==> config.mk <==
export PLATFORM = sky130hd
export DESIGN_NAME = byte_rotate_unit
export DESIGN_NICKNAME = d
export VERILOG_FILES = /design/src/shared/rotate_pkg.sv /design/src/core/byte_rotate_unit.sv /design/src/core/rotate_shifter.sv
export SDC_FILE = /design/constraint.sdc
export NUM_CORES = 1
export LEC_CHECK = 0
export BUFFER_PORTS_ARGS = -buffer_cell sky130_fd_sc_hd__buf_2
export CAP_MARGIN = 20
export CORE_MARGIN = 4
export CORE_UTILIZATION = 47
export CTS_CLUSTER_DIAMETER = 30
export DETAILED_ROUTE_END_ITERATION = 8
export HOLD_SLACK_MARGIN = 0.12
export PLACE_DENSITY = 0.74
export SLEW_MARGIN = 20
export SYNTH_ARGS = -nofsm -noshare
export SYNTH_HDL_FRONTEND = slang
export SYNTH_SLANG_ARGS = --single-unit
==> constraint.sdc <==
create_clock -name clk -period 1.7 [get_ports clk]
set_clock_uncertainty 0.15 [all_clocks]
set_input_delay 0.34 -clock clk [delete_from_list [all_inputs] [get_ports clk]]
set_output_delay 0.34 -clock clk [all_outputs]
set_load 0.02 [all_outputs]
==> src/shared/rotate_pkg.sv <==
package rotate_pkg;

	localparam int DATA_W = 8;
	localparam int MSB    = 7;
	localparam int LSB    = 0;

	localparam logic [7:0] WREG_RESET  = 8'h00;
	localparam logic       CARRY_RESET = 1'b0;
	localparam logic [7:0] WDATA_RESET = 8'h00;

	// Operation select from the instruction decoder
	typedef enum logic [2:0]
	{
		op_none,
		op_rotl_into_working_reg,
		op_rotate_left_via_carry_in_place,
		op_rotate_left_via_carry_to_working_reg,
		op_rotate_right_in_place,
		op_rotate_right_to_working_reg,
		op_rotate_right_via_carry_in_place
	} rot_op_t;

endpackage : rotate_pkg

==> src/core/byte_rotate_unit.sv <==
`timescale 1ns/100ps

// Summary of operation
// - Rotate left to working register: bit 7 to bit 0, memory and flags kept.
// - Rotate left through carry in place: old carry to bit 0, bit 7 to carry.
// - Rotate left through carry to working register, carry from bit 7, memory kept.
// - Rotate right in place: bit 0 to bit 7, written back, no flag changed.
// - Rotate right to working register: bit 0 to bit 7, memory and flags kept.
// - Rotate right through carry in place: old carry to bit 7, bit 0 to carry.
module byte_rotate_unit
(
	input  wire logic                 clk,        // Core clock
	input  wire logic                 rst_n,      // Synchronous reset, active low
	input  wire logic                 op_valid,   // Execute the selected operation this cycle
	input  wire rotate_pkg::rot_op_t  op_sel,     // Operation select
	input  wire logic [7:0]           mem_rdata,  // Data memory operand
	output logic      [7:0]           mem_wdata,  // Byte to write back
	output logic                      mem_we,     // Memory write strobe
	output logic      [7:0]           working_register, // Working register
	output logic                      carry       // Carry flag
);

	////////////////////////////////////////////////////////////////////////
	// Decode

	wire logic is_rotl_wreg       = op_sel == rotate_pkg::op_rotl_into_working_reg;
	wire logic is_rotl_carry_mem  = op_sel == rotate_pkg::op_rotate_left_via_carry_in_place;
	wire logic is_rotl_carry_wreg = op_sel == rotate_pkg::op_rotate_left_via_carry_to_working_reg;
	wire logic is_rotr_mem        = op_sel == rotate_pkg::op_rotate_right_in_place;
	wire logic is_rotr_wreg       = op_sel == rotate_pkg::op_rotate_right_to_working_reg;
	wire logic is_rotr_carry_mem  = op_sel == rotate_pkg::op_rotate_right_via_carry_in_place;

	wire logic go_left   = is_rotl_wreg | is_rotl_carry_mem | is_rotl_carry_wreg;
	wire logic via_carry = is_rotl_carry_mem | is_rotl_carry_wreg | is_rotr_carry_mem;
	wire logic to_mem    = is_rotl_carry_mem | is_rotr_mem | is_rotr_carry_mem;
	wire logic to_wreg   = is_rotl_wreg | is_rotl_carry_wreg | is_rotr_wreg;

	////////////////////////////////////////////////////////////////////////
	// Datapath

	logic [7:0] rotated;
	logic       out_bit;
	logic [7:0] wreg_q;
	logic       carry_q;
	logic [7:0] wdata_q;
	logic       we_q;

	// Plain rotate refills with the bit leaving the far end
	wire logic fill_bit = via_carry ? carry_q
		: (go_left ? mem_rdata[rotate_pkg::MSB] : mem_rdata[rotate_pkg::LSB]);

	rotate_shifter u_shift
	(
		.operand  (mem_rdata),
		.go_left  (go_left),
		.fill_bit (fill_bit),
		.rotated  (rotated),
		.out_bit  (out_bit)
	);

	wire logic       wreg_load  = op_valid & to_wreg;
	wire logic       mem_store  = op_valid & to_mem;
	wire logic       carry_load = op_valid & via_carry;
	wire logic [7:0] wreg_d     = wreg_load ? rotated : wreg_q;
	wire logic       carry_d    = carry_load ? out_bit : carry_q;

	always_ff @(posedge clk)
	begin
		if (!rst_n)
		begin
			wreg_q  <= rotate_pkg::WREG_RESET;
			carry_q <= rotate_pkg::CARRY_RESET;
			wdata_q <= rotate_pkg::WDATA_RESET;
			we_q    <= 1'b0;
		end
		else
		begin
			wreg_q  <= wreg_d;
			carry_q <= carry_d;
			we_q    <= mem_store;
			if (mem_store)
				wdata_q <= rotated;
		end
	end

	// Write-back is registered, one cycle after the operation
	assign mem_wdata        = wdata_q;
	assign mem_we           = we_q;
	assign working_register = wreg_q;
	assign carry            = carry_q;

	////////////////////////////////////////////////////////////////////////
	// Checks

	// Every check spans one edge, with |=> or $past: outputs are registered, so an
	// operation taken at one edge shows at the next

	rotl_wreg_a: assert property (@(posedge clk) disable iff (!rst_n)
		op_valid && is_rotl_wreg
		|=> wreg_q == {$past(mem_rdata[6:0]), $past(mem_rdata[7])}
		&& !we_q
		&& $stable(carry_q))
		else $error("rotate left to working register wrong");

	rotl_carry_mem_a: assert property (@(posedge clk) disable iff (!rst_n)
		op_valid && is_rotl_carry_mem
		|=> we_q
		&& wdata_q == {$past(mem_rdata[6:0]), $past(carry_q)}
		&& carry_q == $past(mem_rdata[7])
		&& $stable(wreg_q))
		else $error("rotate left through carry in place wrong");

	rotl_carry_wreg_a: assert property (@(posedge clk) disable iff (!rst_n)
		op_valid && is_rotl_carry_wreg
		|=> !we_q
		&& wreg_q == {$past(mem_rdata[6:0]), $past(carry_q)}
		&& carry_q == $past(mem_rdata[7]))
		else $error("rotate left through carry to working register wrong");

	rotr_mem_a: assert property (@(posedge clk) disable iff (!rst_n)
		op_valid && is_rotr_mem
		|=> we_q
		&& wdata_q == {$past(mem_rdata[0]), $past(mem_rdata[7:1])}
		&& $stable(carry_q)
		&& $stable(wreg_q))
		else $error("rotate right in place wrong");

	rotr_wreg_a: assert property (@(posedge clk) disable iff (!rst_n)
		op_valid && is_rotr_wreg
		|=> wreg_q == {$past(mem_rdata[0]), $past(mem_rdata[7:1])}
		&& !we_q
		&& $stable(carry_q))
		else $error("rotate right to working register wrong");

	rotr_carry_mem_a: assert property (@(posedge clk) disable iff (!rst_n)
		op_valid && is_rotr_carry_mem
		|=> we_q
		&& wdata_q == {$past(carry_q), $past(mem_rdata[7:1])}
		&& carry_q == $past(mem_rdata[0]))
		else $error("rotate right through carry in place wrong");

	// Carry 0 with 80 going left: a carry taken after its own update would land in bit 0
	carry_same_a: assert property (@(posedge clk) disable iff (!rst_n)
		op_valid && via_carry && go_left && mem_rdata == 8'h80 && !carry_q
		|=> carry_q
		&& (we_q ? wdata_q : wreg_q) == 8'h00)
		else $error("carry update not from old values");

	// Same hazard going right: 01 with carry 0 must give 00 and carry 1
	carry_right_same_a: assert property (@(posedge clk) disable iff (!rst_n)
		op_valid && is_rotr_carry_mem && mem_rdata == 8'h01 && !carry_q
		|=> carry_q
		&& wdata_q == 8'h00)
		else $error("right carry update not from old values");

	idle_hold_a: assert property (@(posedge clk) disable iff (!rst_n)
		!op_valid
		|=> !we_q
		&& $stable(carry_q)
		&& $stable(wreg_q))
		else $error("state changed without an operation");

	// A select with no operation behind it must not disturb anything
	none_hold_a: assert property (@(posedge clk) disable iff (!rst_n)
		op_valid && op_sel == rotate_pkg::op_none
		|=> !we_q
		&& $stable(carry_q)
		&& $stable(wreg_q))
		else $error("empty select changed state");

	plain_carry_keep_a: assert property (@(posedge clk) disable iff (!rst_n)
		op_valid && !via_carry
		|=> $stable(carry_q))
		else $error("plain rotate changed carry");

	// Write-back data stays for the memory side until the next in-place op
	wdata_hold_a: assert property (@(posedge clk) disable iff (!rst_n)
		!(op_valid && to_mem)
		|=> $stable(wdata_q))
		else $error("write-back data changed without an in-place op");

	inplace_wreg_keep_a: assert property (@(posedge clk) disable iff (!rst_n)
		op_valid && to_mem
		|=> $stable(wreg_q))
		else $error("in-place op changed working register");

	// The first edge after reset compares against reset values, so it is skipped
	carry_cause_a: assert property (@(posedge clk) disable iff (!rst_n)
		$past(rst_n) && $changed(carry_q)
		|-> $past(op_valid) && $past(via_carry))
		else $error("carry changed without a through-carry op");

	wreg_cause_a: assert property (@(posedge clk) disable iff (!rst_n)
		$past(rst_n) && $changed(wreg_q)
		|-> $past(op_valid) && $past(to_wreg))
		else $error("working register changed without a load");

	////////////////////////////////////////////////////////////////////////
	// Per-bit checks

	// Bits 0 to 6 going left, 1 to 7 going right, move one place; the wrapped end bit is checked above
	for (genvar i = 0; i < rotate_pkg::MSB; i++)
	begin : g_bit_check
		left_wreg_bit_a: assert property (@(posedge clk) disable iff (!rst_n)
			op_valid && go_left && to_wreg
			|=> wreg_q[i + 1] == $past(mem_rdata[i]))
			else $error("left rotate bit to working register wrong");

		left_mem_bit_a: assert property (@(posedge clk) disable iff (!rst_n)
			op_valid && go_left && to_mem
			|=> wdata_q[i + 1] == $past(mem_rdata[i]))
			else $error("left rotate bit to write-back wrong");

		right_wreg_bit_a: assert property (@(posedge clk) disable iff (!rst_n)
			op_valid && !go_left && to_wreg
			|=> wreg_q[i] == $past(mem_rdata[i + 1]))
			else $error("right rotate bit to working register wrong");

		right_mem_bit_a: assert property (@(posedge clk) disable iff (!rst_n)
			op_valid && !go_left && to_mem
			|=> wdata_q[i] == $past(mem_rdata[i + 1]))
			else $error("right rotate bit to write-back wrong");
	end

endmodule : byte_rotate_unit

==> src/core/rotate_shifter.sv <==
`timescale 1ns/100ps

// Pure combinational one-bit rotator; fill bit chooses plain or through-carry
module rotate_shifter
(
	input  wire logic [7:0] operand,   // Byte to rotate
	input  wire logic       go_left,   // 1 left, 0 right
	input  wire logic       fill_bit,  // Bit shifted into the vacated end
	output logic      [7:0] rotated,   // Rotated byte
	output logic            out_bit    // Bit shifted out of the far end
);

	assign rotated = go_left ? {operand[6:0], fill_bit} : {fill_bit, operand[7:1]};
	assign out_bit = go_left ? operand[rotate_pkg::MSB] : operand[rotate_pkg::LSB];

endmodule : rotate_shifter

Word level (Yosys, flattened, before mapping)
Index checks and enable logic that the tools add are counted.
{"block": "word_totals", "register_bits": 18, "inputBits": 14, "out_inout_bits": 18, "elab_cells": 24}
{"block": "op_classes", "n_eq_ne": 6, "muxes": 3, "bitwise_logic": 11}
{"operator": "$eq A3 B3 Y1 const B", "count": 3}
{"operator": "$mux W8", "count": 1}
{"operator": "$or A1 B1 Y1", "count": 8}
{"operator": "$eq A3 B2 Y1 const B", "count": 2}
{"operator": "$and A1 B1 Y1", "count": 3}
{"operator": "$eq A3 B1 Y1 const B", "count": 1}
{"operator": "$mux W1", "count": 2}

Depth between registers and ports, before layout
{"block": "depth", "ltp_word": 6, "mapped_depth": 6, "depth_no_buf": 3}

Cells and area by module
A second synthesis with hierarchy kept.
{"block": "hier_totals", "hier_cells": 96, "area_unflattened_um2": 955.9}
{"module": "byte_rotate_unit", "instances": 1, "cells_per_inst": 86, "area_each_um2": 809.5, "seq_area_each_um2": 360.3}
{"module": "rotate_shifter", "instances": 1, "cells_per_inst": 10, "area_each_um2": 146.4, "seq_area_each_um2": 0.0}

Worst setup path after synthesis
No wires, ideal clock.
{"block": "synth_timing", "path_type": "in2reg", "start": "input op_sel[1]", "end": "register wdata_q[0] (netlist: mem_wdata[0])", "setup_time_ps": 80, "arrival_ps": 1261, "required_ps": 1470, "slack_ps": 209, "cell_stages": 6, "n_path_buf": 3, "path_cell_list": "buf_2 -> or2_1 -> buf_6 -> and2_4 -> buf_6 -> a211oi_2"}
{"block": "synth_between", "elab_chain_cells": 6, "elab_cells_between_ends": 15, "cone_classes": "5 x eq/ne; 3 x mux; 7 x bitwise"}
{"item": "from (decl)", "line": "byte_rotate_unit.sv:15", "rtl": "input wire rotate_pkg::rot_op_t op_sel,"}
{"item": "$eq A3 B1 Y1 / $eq A3 B2 Y1 (equally long branches)", "line": "byte_rotate_unit.sv:26, byte_rotate_unit.sv:27"}
{"item": "$or A1 B1 Y1 (2 in a row)", "line": "byte_rotate_unit.sv:33", "rtl": "wire logic go_left = is_rotl_wreg | is_rotl_carry_mem | is_rotl_carry_wreg;"}
{"item": "$mux W1", "line": "byte_rotate_unit.sv:50", "rtl": ": (go_left ? mem_rdata[rotate_pkg::MSB] : mem_rdata[rotate_pkg::LSB]);"}
{"item": "$mux W1", "line": "byte_rotate_unit.sv:49", "rtl": "wire logic fill_bit = via_carry ? carry_q"}
{"item": "$mux W8", "line": "rotate_shifter.sv:13", "rtl": "assign rotated = go_left ? {operand[6:0], fill_bit} : {fill_bit, operand[7:1]};"}
{"item": "to (signal assigned)", "line": "byte_rotate_unit.sv:73", "rtl": "wdata_q <= rotate_pkg::WDATA_RESET;"}
{"item": "to (signal assigned)", "line": "byte_rotate_unit.sv:82", "rtl": "wdata_q <= rotated;"}
{"item": "to (decl)", "line": "byte_rotate_unit.sv:45", "rtl": "logic [7:0] wdata_q;"}
Several ways; a longest one is shown, not always the timed one.
A chain may end at the register's enable or synchronous reset.

Final worst setup path
{"block": "layout_timing", "start": "register carry_q (netlist: carry)", "end": "output carry"}
{"item": "from (decl)", "line": "byte_rotate_unit.sv:44", "rtl": "logic carry_q;"}
{"item": "from (signal assigned)", "line": "byte_rotate_unit.sv:72", "rtl": "carry_q <= rotate_pkg::CARRY_RESET;"}
{"item": "from (signal assigned)", "line": "byte_rotate_unit.sv:79", "rtl": "carry_q <= carry_d;"}
{"item": "to (decl)", "line": "byte_rotate_unit.sv:20", "rtl": "output logic carry"}
No word-level cell between the ends.

==> impl_metrics.ini <==
[global_routing]
grt_overflow_total = 0
grt.total_usage = 0.166
antenna_found_initial = 0
grt_max_degree = 11
grt_pass1_vias = 734
grt_pass1_wl_microns = 3380

[sta]
drv_slew = 0
setup_viol_count_final = 0
grt_setup_unrepaired = false
setup-tns-final_ps = 0
finalHoldViolations = 0
tightest_slew_ps = 299
fmax_mhz = 736
period_needed_ps = 1360
fin_crit_sh = 0.799
relSlewSlack = 0.795

[yosys]
synthCells = 87
syn_nets = 101
ys_warn_count = 0
syn_area_sq_um = 891
ys_ff_latch = 18
yosys.cell_types.count = 26
synth.avg_cell_area_sq_um = 10.2
yosysSeqAreaShare = 0.404

[setup_path]
end_kind = output pin
crit_buf_inv = 1
critPathLaunchType = flop
critPathMaxStageDelay_ps = 390
crit_family = flip-flops
arrival_ps = 870
critPathRequiredTime_ps = 1210
r2r.worst_path.cells = 3
critPathKind = flop to output pin
crit_fanout = 4
cp.depth = 1
cpMaxStageDelayCell = dfxtp_1
worstPathCellList = buf_2
r2r_slack_ps = 450

[floorplanning]
fp-row-count = 15
start_util = 0.505
dieArea_sq_um = 2660
die_y_microns = 51.5
io_pins = 32
die_w_microns = 51.5
coreArea_sq_um = 1760

[clocking]
numClockSinks = 18
cts_tree = built
numCtsBuffers = 3
cts_setup_buffers = 0
cts_root_buffer = clkbuf_4
hold_buffers = 0
clk_pin_slew_ps = 100
clock_latency_ps = 290
ctsResizeCount = 0
clockBufferDepth = 2
htree_levels = 1

[drt]
wirelength_microns = 2060
wire_per_inst_microns = 14.5
drc_errors = 0
vias_per_cell = 5.61
drtIter0Drc = 11
ant_nets = 0
vias = 796
firstDrtPassIters = 4

[final_layout]
antenna_cells = 0
drive_gt1_frac = 0.427
fin_nets = 133
postLayoutCoreUtil = 0.608
area_delta_synth_final_pct = 20.4
nFillCells = 158

[place]
portBuffers = 31
dpl.hpwl_microns = 1570
gp_congestion = 0.767

[flow_run]
maxCapViolations = 0

[power_and_ir_drop]
irDropWorstVdd_mv = 0.581
powerDensity_nw_per_um2 = 824
p_leak_nw = 0.486

[worst_hold_path]
hold_class = input pin to flop
whs_path_depth = 2

[run_status]
outcome = finished, final reports clean
cells in the final DEF (no fill, tap or decap), drive strengths merged:
master / synthesis / routed
buf: 7 / 36
dfxtp: 18 / 18
a21oi: 16 / 16
a211oi: 16 / 16
mux2i: 8 / 8
clkbuf: 2 / 3
and2: 3 / 3
nand2: 2 / 2
a31oi: 2 / 2
and3: 2 / 2
a311oi: 2 / 2
o21bai: 1 / 1
and3b: 1 / 1
and4bb: 1 / 1
clkinv: 1 / 1
or2: 1 / 1
nor2b: 1 / 1
and2b: 1 / 1
nor2: 1 / 1
and4b: 1 / 1
Yosys cell counts:
| cell | n | share of area |
|---|---|---|
| nor2_1 | 1 | 0.0042 |
| or2_1 | 1 | 0.0070 |
| buf_4 | 1 | 0.0084 |
| clkbuf_1 | 1 | 0.0042 |
| and2_4 | 1 | 0.0098 |
| a211oi_2 | 8 | 0.11 |
| clkinv_1 | 1 | 0.0042 |
| and3_1 | 2 | 0.014 |
| and3b_2 | 1 | 0.011 |
| buf_2 | 3 | 0.017 |
| and4b_1 | 1 | 0.011 |
| dfxtp_1 | 18 | 0.40 |
| a211oi_1 | 8 | 0.067 |
| and4bb_1 | 1 | 0.014 |
| mux2i_1 | 8 | 0.090 |
| o21bai_1 | 1 | 0.0084 |
| a311oi_1 | 1 | 0.0098 |
| nand2_1 | 2 | 0.0084 |
| nor2b_1 | 1 | 0.0070 |
| clkbuf_2 | 1 | 0.0056 |
| and2_1 | 2 | 0.014 |
| a311oi_2 | 1 | 0.017 |
| a31oi_1 | 2 | 0.014 |
| buf_6 | 3 | 0.038 |
| a21oi_1 | 16 | 0.090 |
| and2b_1 | 1 | 0.0084 |
state kept, by name, indices dropped and copies added, names as in the netlist:
| signal | flops |
|---|---|
| carry | 1 |
| mem_wdata | 8 |
| mem_we | 1 |
| working_register | 8 |
area by class of cell:
type,count,area (sq um),area share
well taps,25,31.3,0.0292
flip-flops and latches,18,360,0.336
multi-input cells,59,462,0.431
clock buffers,3,22.5,0.0210
inverters,1,3.75,0.00350
repair buffers,36,193,0.180
kinds of logic after synthesis:
family,count (synthesis),share of synthesized area
AO/OA/AOI/OAI,37,0.319
buffers and inverters,10,0.0772
flip-flops,18,0.404
multiplexers,8,0.0899
AND/OR/NAND/NOR,14,0.110
stage by stage:
step / area, sq um / total power (W) / cells / hold slack (ps) / setup WS (ps)
after floorplan: 891 / 0.000620 / 87 / 336 / 209
after global placement: 1050 / 0.000680 / 139 / 359 / 176
after detailed placement: 1050 / 0.000683 / 139 / 361 / 154
after CTS: 1070 / 0.000894 / 142 / 131 / 342
after global routing: 1070 / 0.000930 / 142 / 157 / 305
final: 1070 / 0.000884 / 142 / 137 / 342
per-layer routing:
| layer | GRT usage | share of wire |
|---|---|---|
| met1 | 0.218 | 0.46 |
| met2 | 0.271 | 0.49 |
| met3 | 0.0458 | 0.051 |
| met4 | 0.0393 | 0 |
| met5 | 0 | 0 |
report_power, final:
| group | switching (W) | internal (W) | total (W) |
|---|---|---|---|
| Combinational | 0.000128 | 0.0000839 | 0.000212 |
| Clock | 0.000127 | 0.0000824 | 0.000209 |
| Sequential | 0.0000135 | 0.000449 | 0.000462 |
| Total | 0.000268 | 0.000615 | 0.000884 |
final timing paths:
| check | from | endpoint |
|---|---|---|
| worst max-delay path | carry | carry |
| worst min-delay path | rst_n | mem_we |
| worst max register to register | carry | working_register[0] |
| worst min register to register | working_register[0] | working_register[0] |
No activity file was read; power rests on OpenSTA's default activity.
